`src/shared/lcea_pkg.sv`:
```
// Package: register map, field positions and timing constants of the line-cycle accumulator
package lcea_pkg;
    // Register byte addresses (word aligned, 32-bit data)
    localparam logic [7:0] ADDR_MODE = 8'h00;
    localparam logic [7:0] ADDR_IRQ_STATUS = 8'h04;
    localparam logic [7:0] ADDR_IRQ_ENABLE = 8'h08;
    localparam logic [7:0] ADDR_IRQ_CLEAR = 8'h0C;
    localparam logic [7:0] ADDR_LINE_ENERGY = 8'h14;
    localparam logic [7:0] ADDR_LINE_ENERGY_HI = 8'h18;
    localparam logic [7:0] ADDR_HALF_CYCLES = 8'h1C;
    localparam logic [7:0] ADDR_PULSE_NUM = 8'h20;
    localparam logic [7:0] ADDR_PULSE_DEN = 8'h24;
    localparam logic [7:0] ADDR_POWER_GAIN = 8'h28;
    localparam logic [7:0] ADDR_TOTAL_ENERGY = 8'h2C;
    localparam logic [7:0] ADDR_TOTAL_ENERGY_HI = 8'h30;

    // Field positions
    localparam int MODE_LINE_CYCLE_BIT = 7;
    localparam int IRQ_CYCLE_DONE_BIT = 2;
    localparam int IRQ_WIDTH = 8;

    // Widths
    localparam int ENERGY_W = 40;
    localparam int HALF_CYCLE_W = 14;
    localparam int PULSE_ACC_W = 24;
    localparam int RATIO_W = 12;
    localparam int GAIN_W = 12;
    localparam int POWER_W = 24;

    // Reset values
    localparam logic [RATIO_W-1:0] PULSE_DEN_RESET = 12'h03F;
    localparam logic [RATIO_W-1:0] PULSE_NUM_RESET = 12'h000;
    localparam logic [HALF_CYCLE_W-1:0] HALF_CYCLE_RESET = 14'h0000;
    localparam logic [GAIN_W-1:0] GAIN_RESET = 12'h000;

    // Accumulation tick: one sample every four master clocks
    localparam int ACC_PERIOD_CLKS = 4;

    // AXI4-Lite responses
    localparam logic [1:0] RESP_OKAY = 2'h0;
    localparam logic [1:0] RESP_SLVERR = 2'h2;
endpackage

```
`src/hdl/lcea_pulse_scaler.sv`:
```
// Pulse-rate scaler: passes (num+1) of every (den+1) input pulses
`timescale 1ns/1ps
module lcea_pulse_scaler #(
    parameter int RATIO_W = 12
) (
    input wire logic core_clk, // System clock
    input wire logic rst, // Synchronous reset, active high
    input wire logic pulse_in, // Unscaled pulse, one cycle
    input wire logic [RATIO_W-1:0] ratio_num, // Numerator field
    input wire logic [RATIO_W-1:0] ratio_den, // Denominator field
    output logic pulse_out // Scaled pulse, one cycle
);
    // Fractional accumulator: add num+1 per input, emit when reaching den+1.
    // Output never exceeds input rate while den >= num.
    logic [RATIO_W+1:0] frac;
    logic [RATIO_W+1:0] sum;
    logic [RATIO_W+1:0] limit;

    assign sum = frac + {2'h0, ratio_num} + 14'h0001;
    assign limit = {2'h0, ratio_den} + 14'h0001;

    always_ff @(posedge core_clk)
    begin
        if (rst)
        begin
            frac <= '0;
            pulse_out <= 1'b0;
        end
        else
        begin
            pulse_out <= 1'b0;
            if (pulse_in)
            begin
                if (sum >= limit)
                begin
                    frac <= sum - limit;
                    pulse_out <= 1'b1;
                end
                else
                begin
                    frac <= sum;
                end
            end
        end
    end
endmodule

```
`src/hdl/lcea_top.sv`:
```
// Line-cycle energy accumulator with pulse output and AXI4-Lite registers
//
// The AXI4-Lite interface to the registers is this design's own decision.
`timescale 1ns/1ps
module lcea_top (
    input wire logic core_clk, // 200 MHz system clock
    input wire logic rst, // Synchronous reset, active high
    input wire logic [23:0] power_lowpass, // Filtered active power, signed
    input wire logic zero_cross_in, // Voltage zero-crossing level, async
    output logic energy_pulse_out, // Scaled energy pulse, one cycle
    output logic interrupt_request_n, // Interrupt, active low
    input wire logic [7:0] s_axi_awaddr, // Write address
    input wire logic s_axi_awvalid, // Write address valid
    output logic s_axi_awready, // Write address ready
    input wire logic [31:0] s_axi_wdata, // Write data
    input wire logic [3:0] s_axi_wstrb, // Write strobes
    input wire logic s_axi_wvalid, // Write data valid
    output logic s_axi_wready, // Write data ready
    output logic [1:0] s_axi_bresp, // Write response
    output logic s_axi_bvalid, // Write response valid
    input wire logic s_axi_bready, // Write response ready
    input wire logic [7:0] s_axi_araddr, // Read address
    input wire logic s_axi_arvalid, // Read address valid
    output logic s_axi_arready, // Read address ready
    output logic [31:0] s_axi_rdata, // Read data
    output logic [1:0] s_axi_rresp, // Read response
    output logic s_axi_rvalid, // Read data valid
    input wire logic s_axi_rready // Read data ready
);
    localparam int EW = lcea_pkg::ENERGY_W;
    localparam int PW = lcea_pkg::POWER_W;

    // ------------------------------------------------------------
    // Registers
    // ------------------------------------------------------------
    logic [7:0] mode;
    logic [lcea_pkg::IRQ_WIDTH-1:0] irq_status;
    logic [lcea_pkg::IRQ_WIDTH-1:0] irq_enable;
    logic [lcea_pkg::HALF_CYCLE_W-1:0] half_cycle_count;
    logic [lcea_pkg::RATIO_W-1:0] pulse_ratio_numerator;
    logic [lcea_pkg::RATIO_W-1:0] pulse_ratio_denominator;
    logic [lcea_pkg::GAIN_W-1:0] power_gain;
    logic [EW-1:0] line_cycle_energy;
    logic [EW-1:0] total_energy;

    logic mode_on;
    assign mode_on = mode[lcea_pkg::MODE_LINE_CYCLE_BIT];

    // ------------------------------------------------------------
    // Sample tick and zero-crossing input
    // ------------------------------------------------------------
    logic [1:0] tick_cnt;
    logic tick;
    always_ff @(posedge core_clk)
    begin
        if (rst)
            tick_cnt <= '0;
        else
            tick_cnt <= tick_cnt + 2'h1;
    end
    assign tick = (tick_cnt == 2'(lcea_pkg::ACC_PERIOD_CLKS - 1));

    logic zx_meta;
    logic zx_sync;
    logic zx_prev;
    logic zx_edge;
    always_ff @(posedge core_clk)
    begin
        if (rst)
        begin
            zx_meta <= 1'b0;
            zx_sync <= 1'b0;
            zx_prev <= 1'b0;
        end
        else
        begin
            zx_meta <= zero_cross_in;
            zx_sync <= zx_meta;
            zx_prev <= zx_sync;
        end
    end
    // Either edge of the level marks one zero crossing, i.e. one half cycle
    assign zx_edge = zx_sync ^ zx_prev;

    // ------------------------------------------------------------
    // Gained power
    // ------------------------------------------------------------
    // Gain is signed: power * (1 + gain/4096); one step is 1/4096 = 0.0244%
    logic signed [PW+lcea_pkg::GAIN_W:0] gain_prod;
    logic signed [PW-1:0] power_gained;
    assign gain_prod = $signed(power_lowpass) * $signed({power_gain[lcea_pkg::GAIN_W-1], power_gain});
    assign power_gained = $signed(power_lowpass) + $signed(gain_prod[PW+lcea_pkg::GAIN_W-1:lcea_pkg::GAIN_W]);

    logic [EW-1:0] power_ext;
    assign power_ext = {{(EW-PW){power_gained[PW-1]}}, power_gained};

    // ------------------------------------------------------------
    // Line-cycle accumulation
    // ------------------------------------------------------------
    typedef enum logic [1:0] {LC_IDLE = 2'b00, LC_WAIT = 2'b01, LC_RUN = 2'b11} lcea_state_e;
    lcea_state_e lc_state;
    logic [EW-1:0] line_acc;
    logic [lcea_pkg::HALF_CYCLE_W-1:0] half_seen;
    logic cycle_done;

    always_ff @(posedge core_clk)
    begin
        if (rst)
        begin
            lc_state <= LC_IDLE;
            line_acc <= '0;
            half_seen <= '0;
            line_cycle_energy <= '0;
            cycle_done <= 1'b0;
        end
        else
        begin
            cycle_done <= 1'b0;
            if (!mode_on)
            begin
                lc_state <= LC_IDLE;
            end
            else
            begin
                unique case (lc_state)
                    LC_IDLE:
                        lc_state <= LC_WAIT;
                    LC_WAIT:
                        if (zx_edge)
                        begin
                            lc_state <= LC_RUN;
                            line_acc <= '0;
                            half_seen <= '0;
                        end
                    LC_RUN:
                    begin
                        if (zx_edge)
                        begin
                            // A zero count is treated as one half cycle
                            if (half_seen + 14'h0001 >= half_cycle_count)
                            begin
                                line_cycle_energy <= line_acc + (tick ? power_ext : '0);
                                cycle_done <= 1'b1;
                                line_acc <= '0;
                                half_seen <= '0;
                            end
                            else
                            begin
                                half_seen <= half_seen + 14'h0001;
                                if (tick)
                                    line_acc <= line_acc + power_ext;
                            end
                        end
                        else if (tick)
                        begin
                            line_acc <= line_acc + power_ext;
                        end
                    end
                    default:
                        lc_state <= LC_IDLE;
                endcase
            end
        end
    end

    // ------------------------------------------------------------
    // Total energy and unscaled pulse train
    // ------------------------------------------------------------
    logic [lcea_pkg::PULSE_ACC_W-1:0] pulse_acc;
    logic [lcea_pkg::PULSE_ACC_W-1:0] next_pulse_acc;
    logic raw_pulse;
    assign next_pulse_acc = pulse_acc + power_gained;

    always_ff @(posedge core_clk)
    begin
        if (rst)
        begin
            total_energy <= '0;
            pulse_acc <= '0;
            raw_pulse <= 1'b0;
        end
        else
        begin
            raw_pulse <= 1'b0;
            if (tick)
            begin
                total_energy <= total_energy + power_ext;
                pulse_acc <= next_pulse_acc;
                raw_pulse <= !pulse_acc[lcea_pkg::PULSE_ACC_W-1]
                    && next_pulse_acc[lcea_pkg::PULSE_ACC_W-1];
            end
        end
    end

    lcea_pulse_scaler #(
        .RATIO_W(lcea_pkg::RATIO_W)
    ) u_scaler (
        .core_clk(core_clk),
        .rst(rst),
        .pulse_in(raw_pulse),
        .ratio_num(pulse_ratio_numerator),
        .ratio_den(pulse_ratio_denominator),
        .pulse_out(energy_pulse_out)
    );

    // ------------------------------------------------------------
    // AXI4-Lite write channel
    // ------------------------------------------------------------
    logic aw_held;
    logic w_held;
    logic [7:0] aw_addr;
    logic [31:0] w_data;
    logic [3:0] w_strb;
    logic do_write;
    logic clear_hit;
    logic [lcea_pkg::IRQ_WIDTH-1:0] clear_bits;

    assign do_write = aw_held && w_held && !s_axi_bvalid;
    assign clear_hit = do_write && (aw_addr == lcea_pkg::ADDR_IRQ_CLEAR) && w_strb[0];
    assign clear_bits = clear_hit ? w_data[lcea_pkg::IRQ_WIDTH-1:0] : '0;

    always_ff @(posedge core_clk)
    begin
        if (rst)
        begin
            aw_held <= 1'b0;
            w_held <= 1'b0;
            aw_addr <= '0;
            w_data <= '0;
            w_strb <= '0;
            s_axi_awready <= 1'b0;
            s_axi_wready <= 1'b0;
            s_axi_bvalid <= 1'b0;
            s_axi_bresp <= lcea_pkg::RESP_OKAY;
        end
        else
        begin
            s_axi_awready <= !aw_held && !s_axi_awready;
            s_axi_wready <= !w_held && !s_axi_wready;
            if (s_axi_awvalid && s_axi_awready)
            begin
                aw_held <= 1'b1;
                aw_addr <= s_axi_awaddr;
                s_axi_awready <= 1'b0;
            end
            if (s_axi_wvalid && s_axi_wready)
            begin
                w_held <= 1'b1;
                w_data <= s_axi_wdata;
                w_strb <= s_axi_wstrb;
                s_axi_wready <= 1'b0;
            end
            if (do_write)
            begin
                aw_held <= 1'b0;
                w_held <= 1'b0;
                s_axi_bvalid <= 1'b1;
                unique case (aw_addr)
                    lcea_pkg::ADDR_MODE, lcea_pkg::ADDR_IRQ_ENABLE, lcea_pkg::ADDR_IRQ_CLEAR,
                    lcea_pkg::ADDR_HALF_CYCLES, lcea_pkg::ADDR_PULSE_NUM,
                    lcea_pkg::ADDR_PULSE_DEN, lcea_pkg::ADDR_POWER_GAIN:
                        s_axi_bresp <= lcea_pkg::RESP_OKAY;
                    default:
                        s_axi_bresp <= lcea_pkg::RESP_SLVERR;
                endcase
            end
            else if (s_axi_bvalid && s_axi_bready)
            begin
                s_axi_bvalid <= 1'b0;
            end
        end
    end

    // Software-writable registers; byte lanes honoured per field
    always_ff @(posedge core_clk)
    begin
        if (rst)
        begin
            mode <= '0;
            irq_enable <= '0;
            half_cycle_count <= lcea_pkg::HALF_CYCLE_RESET;
            pulse_ratio_numerator <= lcea_pkg::PULSE_NUM_RESET;
            pulse_ratio_denominator <= lcea_pkg::PULSE_DEN_RESET;
            power_gain <= lcea_pkg::GAIN_RESET;
        end
        else if (do_write)
        begin
            if (aw_addr == lcea_pkg::ADDR_MODE && w_strb[0])
                mode <= w_data[7:0];
            if (aw_addr == lcea_pkg::ADDR_IRQ_ENABLE && w_strb[0])
                irq_enable <= w_data[lcea_pkg::IRQ_WIDTH-1:0];
            if (aw_addr == lcea_pkg::ADDR_HALF_CYCLES && (&w_strb[1:0]))
                half_cycle_count <= w_data[lcea_pkg::HALF_CYCLE_W-1:0];
            if (aw_addr == lcea_pkg::ADDR_PULSE_NUM && (&w_strb[1:0]))
                pulse_ratio_numerator <= w_data[lcea_pkg::RATIO_W-1:0];
            if (aw_addr == lcea_pkg::ADDR_PULSE_DEN && (&w_strb[1:0]))
                pulse_ratio_denominator <= w_data[lcea_pkg::RATIO_W-1:0];
            if (aw_addr == lcea_pkg::ADDR_POWER_GAIN && (&w_strb[1:0]))
                power_gain <= w_data[lcea_pkg::GAIN_W-1:0];
        end
    end

    // ------------------------------------------------------------
    // Interrupts
    // ------------------------------------------------------------
    // Set wins over a clear landing in the same cycle
    always_ff @(posedge core_clk)
    begin
        if (rst)
        begin
            irq_status <= '0;
            interrupt_request_n <= 1'b1;
        end
        else
        begin
            irq_status <= (irq_status & ~clear_bits)
                | ({{(lcea_pkg::IRQ_WIDTH-1){1'b0}}, cycle_done} << lcea_pkg::IRQ_CYCLE_DONE_BIT);
            interrupt_request_n <= !(|(irq_status & irq_enable));
        end
    end

    // ------------------------------------------------------------
    // AXI4-Lite read channel
    // ------------------------------------------------------------
    always_ff @(posedge core_clk)
    begin
        if (rst)
        begin
            s_axi_arready <= 1'b0;
            s_axi_rvalid <= 1'b0;
            s_axi_rdata <= '0;
            s_axi_rresp <= lcea_pkg::RESP_OKAY;
        end
        else
        begin
            s_axi_arready <= !s_axi_rvalid && !s_axi_arready;
            if (s_axi_arvalid && s_axi_arready)
            begin
                s_axi_arready <= 1'b0;
                s_axi_rvalid <= 1'b1;
                s_axi_rresp <= lcea_pkg::RESP_OKAY;
                unique case (s_axi_araddr)
                    lcea_pkg::ADDR_MODE: s_axi_rdata <= {24'h000000, mode};
                    lcea_pkg::ADDR_IRQ_STATUS: s_axi_rdata <= {24'h000000, irq_status};
                    lcea_pkg::ADDR_IRQ_ENABLE: s_axi_rdata <= {24'h000000, irq_enable};
                    lcea_pkg::ADDR_IRQ_CLEAR: s_axi_rdata <= 32'h00000000;
                    lcea_pkg::ADDR_LINE_ENERGY: s_axi_rdata <= line_cycle_energy[31:0];
                    lcea_pkg::ADDR_LINE_ENERGY_HI:
                        s_axi_rdata <= {{24{line_cycle_energy[EW-1]}}, line_cycle_energy[EW-1:32]};
                    lcea_pkg::ADDR_HALF_CYCLES: s_axi_rdata <= {18'h00000, half_cycle_count};
                    lcea_pkg::ADDR_PULSE_NUM: s_axi_rdata <= {20'h00000, pulse_ratio_numerator};
                    lcea_pkg::ADDR_PULSE_DEN: s_axi_rdata <= {20'h00000, pulse_ratio_denominator};
                    lcea_pkg::ADDR_POWER_GAIN: s_axi_rdata <= {20'h00000, power_gain};
                    lcea_pkg::ADDR_TOTAL_ENERGY: s_axi_rdata <= total_energy[31:0];
                    lcea_pkg::ADDR_TOTAL_ENERGY_HI:
                        s_axi_rdata <= {{24{total_energy[EW-1]}}, total_energy[EW-1:32]};
                    default:
                    begin
                        s_axi_rdata <= 32'h00000000;
                        s_axi_rresp <= lcea_pkg::RESP_SLVERR;
                    end
                endcase
            end
            else if (s_axi_rvalid && s_axi_rready)
            begin
                s_axi_rvalid <= 1'b0;
            end
        end
    end

    // ------------------------------------------------------------
    // Checks
    // ------------------------------------------------------------
    chk_mode_leave_idle: assert property (@(posedge core_clk) disable iff (rst)
        !mode_on |=> lc_state == LC_IDLE) else $error("mode off but not idle");
    chk_done_needs_zx: assert property (@(posedge core_clk) disable iff (rst)
        $rose(cycle_done) |-> $past(zx_edge)) else $error("period ended off crossing");
    chk_done_sets_flag: assert property (@(posedge core_clk) disable iff (rst)
        cycle_done |=> irq_status[lcea_pkg::IRQ_CYCLE_DONE_BIT]) else $error("flag not set");
    chk_irq_follows: assert property (@(posedge core_clk) disable iff (rst)
        (irq_status[lcea_pkg::IRQ_CYCLE_DONE_BIT] && irq_enable[lcea_pkg::IRQ_CYCLE_DONE_BIT])
        |=> !interrupt_request_n) else $error("irq not asserted");
    chk_restart_run: assert property (@(posedge core_clk) disable iff (rst)
        (cycle_done && mode_on) |-> lc_state == LC_RUN && half_seen == '0)
        else $error("no restart after period");
    chk_tick_period: assert property (@(posedge core_clk) disable iff (rst)
        tick |=> !tick [*3] ##1 tick) else $error("tick not every four clocks");
    chk_pulse_msb: assert property (@(posedge core_clk) disable iff (rst)
        raw_pulse |-> pulse_acc[lcea_pkg::PULSE_ACC_W-1] && !$past(pulse_acc[lcea_pkg::PULSE_ACC_W-1]))
        else $error("pulse without msb rise");
    chk_energy_load: assert property (@(posedge core_clk) disable iff (rst)
        !cycle_done && !$past(cycle_done) |-> $stable(line_cycle_energy))
        else $error("energy changed outside period end");
    // Only judged while the count register is left alone; a host may lower it mid-period
    chk_half_bound: assert property (@(posedge core_clk) disable iff (rst)
        lc_state == LC_RUN && $changed(half_seen) && half_seen != '0
        && $stable(half_cycle_count) |-> half_seen < half_cycle_count)
        else $error("half cycle counter overrun");
endmodule

```
`config.mk`:
```
export PLATFORM = sky130hd
export DESIGN_NAME = lcea_top
export DESIGN_NICKNAME = d
export VERILOG_FILES = /design/src/shared/lcea_pkg.sv /design/src/hdl/lcea_pulse_scaler.sv /design/src/hdl/lcea_top.sv
export SDC_FILE = /design/constraint.sdc
export NUM_CORES = 2
export LEC_CHECK = 0
export CAP_MARGIN = 20
export CORE_MARGIN = 2
export CORE_UTILIZATION = 65
export CTS_BUF_LIST = sky130_fd_sc_hd__clkbuf_16
export DETAILED_ROUTE_END_ITERATION = 12
export DONT_BUFFER_PORTS = 1
export HOLD_SLACK_MARGIN = 0.08
export PLACE_DENSITY = 0.86
export SLEW_MARGIN = 20
export SYNTH_ARGS = -nofsm -noshare
export SYNTH_HDL_FRONTEND = slang
export SYNTH_HIERARCHICAL = 1
export SYNTH_SLANG_ARGS = --single-unit
```
`constraint.sdc`:
```
create_clock -name core_clk -period 15.75 [get_ports core_clk]
set_clock_uncertainty 0.1 [all_clocks]
set_input_delay 3.15 -clock core_clk [delete_from_list [all_inputs] [get_ports core_clk]]
set_output_delay 3.15 -clock core_clk [all_outputs]
set_load 0.1 [all_outputs]
```
# == After elaboration in Yosys (flattened, before gate mapping) ==
# Index checks and enable logic that the tools add are counted.
# op_classes
addsub,11
multipliers,1
magnitude_cmp,2
eq_ne,22
mux,23
n_bitwise,10
reduce_logical,56
# op_table
op,n
$pmux W32 S11,1
$mux W40,5
$add A40 B40 Y40,3
$pmux W40 S2,1
$eq A8 B6 Y1 const B,8
$mux W14,4
$add A24 B24 Y24,2
$mul A24 B12 Y36,1
$eq A8 B4 Y1 const B,4
$eq A8 B5 Y1 const B,4
$add A14 B1 Y14 const B,2
$ge A14 B14 Y1,2
$pmux W14 S2,1
$logic_and A1 B1 Y1,19
$and A8 B8 Y8,2
$logic_not A8 Y1,2
$reduce_and A2 Y1,8
$add A14 B12 Y14,1
$reduce_or A2 Y1,7
$sub A14 B14 Y14,1
$add A12 B1 Y13 const B,1
$reduce_or A12 Y1,1
$logic_not A1 Y1,9
$eq A8 B3 Y1 const B,1
19 further kinds,35
# word_totals
ff_bits,324
input_bits,84
output_inout_bits,43
wordCells,160

# == Longest topological paths before layout ==
# logic_depth
depth_word,8
mapped_depth,47
mapped_depth_nobuf,45

# == By module ==
# The synthesis kept the hierarchy.
# by_module_without_submodules
module,n_inst,cells_each,area_each_um2,seq_area_each_um2
lcea_top,1,3556,29507.0,6145.9
lcea_pulse_scaler,1,266,2174.6,300.3

# == Worst setup path after synthesis ==
# Ideal clock, no wire load.
# synth_timing
path_kind,input port to flip-flop
from,in power_lowpass[7]
to,reg line_acc[39]
setup_time_ns,0.062
t_arrival_ns,12.519
required_ns,15.588
path_slack_ns,3.069
path_stages,43
n_path_buf,3
cell_sequence,clkbuf_1 > nand2_1 > fa_1 > inv_1 > fa_1 > inv_1 > fa_1 > inv_1 > fa_1 > fa_1 > ha_1 > o21ai_0 > a211o_1 > nor4_1 > o21ai_1 > o21ai_0 > and2_1 > nand3_1 > (+7 left out) > o211ai_1 > and3_1 > or3_1 > or3_1 > buf_6 > and2_4 > ha_1 > and2_1 > nand2_1 > or2_2 > o211a_1 > a311oi_1 > o22ai_1 > o21a_1 > o31ai_1 > nand3_1 > a311o_1 > nand3_1
# synth_between
elab_chain_len,7
# synth_rtl
item,line,rtl
start: declaration,lcea_top.sv:8,"input wire logic [23:0] power_lowpass,"
$mul A24 B12 Y36,lcea_top.sv:91,"assign gain_prod = $signed(power_lowpass) * $signed({power_gain[lcea_pkg::GAIN_W-1], power_gain});"
$add A24 B24 Y24 (*),lcea_top.sv:92,assign power_gained = $signed(power_lowpass) + $signed(gain_prod[PW+lcea_pkg::GAIN_W-1:lcea_pkg::GAIN_W]);
$add A40 B40 Y40 (*),"lcea_top.sv:151, lcea_top.sv:156",
$mux W40 (*),"lcea_top.sv:150, lcea_top.sv:154",
$mux W40,lcea_top.sv:140,if (half_seen + 14'h0001 >= half_cycle_count)
$mux W40 (*),lcea_top.sv:137,if (zx_edge)
$pmux W40 S2 (*),lcea_top.sv:125,unique case (lc_state)
end signal: assignment,lcea_top.sv:151,line_acc <= line_acc + power_ext;
end signal: assignment,lcea_top.sv:156,line_acc <= line_acc + power_ext;
end: declaration,lcea_top.sv:102,logic [EW-1:0] line_acc;
# Every way passes the cells marked *; elsewhere a longest branch is shown, timed or not.
# A chain may end at the register's enable or synchronous reset.

# == Worst setup path after layout ==
# layout_timing
from,in power_lowpass[5]
to,reg line_acc[39]
# Same word-level chain as after synthesis.

==> results by group <==
Detailed routing
  – Initial DRC count: 2195
  – Post-route DRC: 0
  – Detail Route Antenna Nets: 0
  – First drt pass iteration count: 8
  – Vias per cell: 6.24
  – Total routed wirelength: 80900 microns
  – DR vias: 27200
  – WL per Instance: 18.6 microns

Synthesis
  – Top cell type by total area after synthesis: dfxtp_1
  – Post-synth cell types: 107
  – Post-Synthesis Cells: 3822
  – Synth Area in Simple Gates: 17.7%
  – Synthesized cell area: 31700 sq um
  – Main synth FF type: dfxtp_1
  – Synth Area in Compound Gates: 18.5%
  – Synth warn: 6
  – Adder-Cell Fraction of Synth Area: 27.8%
  – Dominant cells by area after synthesis: dfxtp_1 20%, fa_1 17%, ha_1 11%, nand2_1 6.0%, inv_1 4.5%
  – Post-synthesis mux area share: 3.10%
  – Seq/Total Area, Yosys: 20.3%
  – EDFF count, synth: 0
  – Share of the synthesized area in the top cell type: 20.3%
  – XOR/XNOR share of the synthesized area: 5.74%
  – Largest family of logic cells by synthesized area: adder cells
  – Mean Syn Cell Area: 8.29 sq um
  – Yosys reg bits: 322
  – Post-synth ARST share: 0%

Power and ir drop
  – Leak pwr: 15.2 nW
  – Max VDD drop: 0.0616 mV
  – Power Dens Cells: 58.1 nW/um^2

Floorplanning
  – Core area: 47900 sq um
  – Die H: 225 microns
  – I/O pins: 127
  – Die Area: 50500 sq um
  – DIE WIDTH: 225 microns
  – Initial core utilization: 66.1%
  – Num rows: 80

Place
  – Port Buffers: 0
  – DPL Wire Length: 59700 microns
  – Place WS: 2.05 ns
  – Placer Congestion: 0.942

Clock tree
  – Root Driver: clkbuf_16
  – Post-cts sizing count: 0
  – Clk buf depth: 3
  – Postcts setup bufs: 0
  – CTS tree: done
  – CTS sink count: 322
  – Clock transition at path regs: 0.06 ns
  – TritonCTS Buffers: 34
  – H-tree Lvls: 2
  – Clock latency on the worst-skew pair: 0.54 ns
  – CTS hold repair buffers: 0

Worst setup path
  – Arrival time worst endpoint: 13.77 ns
  – Crit path largest cell delay: 0.53 ns
  – Startpoint Class: input port
  – Crit Path Max Fanout: 36
  – Crit path top cell by count: fa_1
  – Worst reg2reg path endpoint: line_acc[39]
  – Crit path capture: line_acc[39]
  – Crit-path slowest cell: fa_1
  – FF-to-FF setup slack: 4.09 ns
  – Beginning of the critical path: power_lowpass[5]
  – Crit Path Class: input port to flip-flop
  – Critical Path RT: 16.13 ns
  – Worst R2R Start: power_gain[11]
  – CP Capture Type: flip-flop
  – R2R cell count: 38

Final layout
  – Area Overhead vs Synth: 4.55%
  – Most common cell after layout, fill and taps aside: nand2_1
  – Fill cell count: 3664
  – Fin nets: 4345
  – Layout cells sized above 1: 3.69%
  – Antenna Cells: 0
  – Most frequent cells in the layout: 509 x nand2_1, 382 x inv_1, 318 x dfxtp_1

STA
  – Setup slack after layout: 2.36 ns
  – Hold_ws: 0.338 ns
  – Final hold vios: 0
  – FMAX: 0.0747 GHz
  – RSZ-0062 raised after global routing: false
  – Fin crit period: 13.39 ns
  – Worst slew pin tran: 1.17 ns
  – Crit share post-route: 85.0%
  – Final setup violation count: 0
  – Post-route setup TNS: 0 ns
  – Max transition margin: 22.1%
  – Max Slew Vio Count: 0

GRT
  – Largest net degree at the start of global routing: 294
  – All-Layer GR Usage: 32.1%
  – Antenna violations before repair: 1
  – Vias in the first global route: 26500
  – First-pass GRT wire length: 132000 microns
  – GRT Residual Overflow: 0

Job
  – Max-Cap Viols: 0

Hold path
  – Worst Hold Class: flip-flop to flip-flop

Outcome
  – Status: completed
## through the flow
step | instances | utilization [%] | power, W | cell area [sq um]
floorplan | 3823 | - | 0.00108 | 31700
global placement | 4292 | 66.7 | 0.00110 | 32000
detailed placement | 4292 | 66.7 | 0.00111 | 32000
CTS | 4352 | 69.0 | 0.00192 | 33100
global route | 4353 | 69.1 | 0.00199 | 33100
finish | 4353 | 69.1 | 0.00193 | 33100
## worst min-delay path by stage
stage | from | endpoint | slack (ns) | cells past startpoint
after floorplan | tick_cnt[0] | tick_cnt[0] | 0.30 | 1
after global placement | cycle_done | irq_status[2] | 0.32 | 2
after detailed placement | zx_meta | zx_sync | 0.33 | 1
after CTS | zx_meta | zx_sync | 0.34 | 1
after global routing | aw_addr[6] | aw_addr[6] | 0.37 | 2
final | zx_meta | zx_sync | 0.34 | 1
## cell type report
| cell class | count | area [sq um] | share of cell area [%] |
|---|---|---|---|
| Timing Repair Buffer | 27 | 223 | 0.672 |
| Sequential cell | 322 | 6450 | 19.5 |
| Clock buffer | 35 | 876 | 2.64 |
| Inverter | 380 | 1430 | 4.31 |
| Tap cell | 615 | 769 | 2.32 |
| Multi-Input combinational cell | 2949 | 23100 | 69.9 |
| Clock inverter | 25 | 239 | 0.721 |
## where the power goes
group	switching, W	total [W]	leakage, nW	internal [W]
Clock	0.000356	0.000829	0.562	0.000473
Sequential	0.0000235	0.000852	2.60	0.000829
Combinational	0.000143	0.000244	12.0	0.000101
Total	0.000523	0.00193	15.2	0.00140
## worst max-delay path, delay by kind of cell
| kind | cells | cell delay, ns |
|---|---|---|
| simple gates | 14 | 3.84 |
| compound gates | 12 | 3.01 |
| buf+inv | 2 | 0.10 |
| fa+ha+maj | 8 | 3.45 |
| xor+xnor | 1 | 0.18 |
## synth_stat cells, drive strengths merged, types with 9 or more instances
master / count
a211o: 10
a211oi: 35
a21boi: 9
a21o: 111
a21oi: 253
a221o: 20
a221oi: 11
a222oi: 10
a22oi: 105
a31o: 9
a31oi: 20
and2: 104
and3: 37
buf: 19
clkbuf: 153
dfxtp: 322
fa: 263
ha: 284
inv: 378
mux2i: 96
nand2: 509
nand2b: 25
nand3: 72
nand3b: 10
nand4: 19
nor2: 317
nor2b: 30
nor3: 54
o211ai: 14
o21a: 36
o21ai: 107
o21bai: 19
o22ai: 10
o31ai: 10
or2: 10
or3: 20
xnor2: 144
xor2: 61
## metal layers
metal  share of wire (%)  vias to the layer above  track usage [%]
li1                    -                    12800                -
met1                  41                    13100             41.2
met2                  47                     1060             53.3
met3                 8.1                      225             5.30
met4                 4.3                        2             14.3
met5               0.016                        -                0
## cells by family after synthesis
logic type                 Yosys count
AOI/OAI and AO/OA                  860
xor gates and xnor gates           206
adders and majority gates          547
buffers and inverters              552
DFF                                322
muxes                               98
other                                1
and+or+nand+nor                   1236
## state kept, by name (all words and copies together) (netlist names), 12 cells and up
| name | cells |
|---|---|
| u_scaler/frac | 14 |
| power_gain | 12 |
| pulse_ratio_numerator | 12 |
| s_axi_rdata | 32 |
| line_acc | 40 |
| half_cycle_count | 14 |
| w_data | 14 |
| half_seen | 14 |
| pulse_ratio_denominator | 12 |
| pulse_acc | 24 |
| total_energy | 40 |
| line_cycle_energy | 40 |
Power figures use the tool's default switching activity.
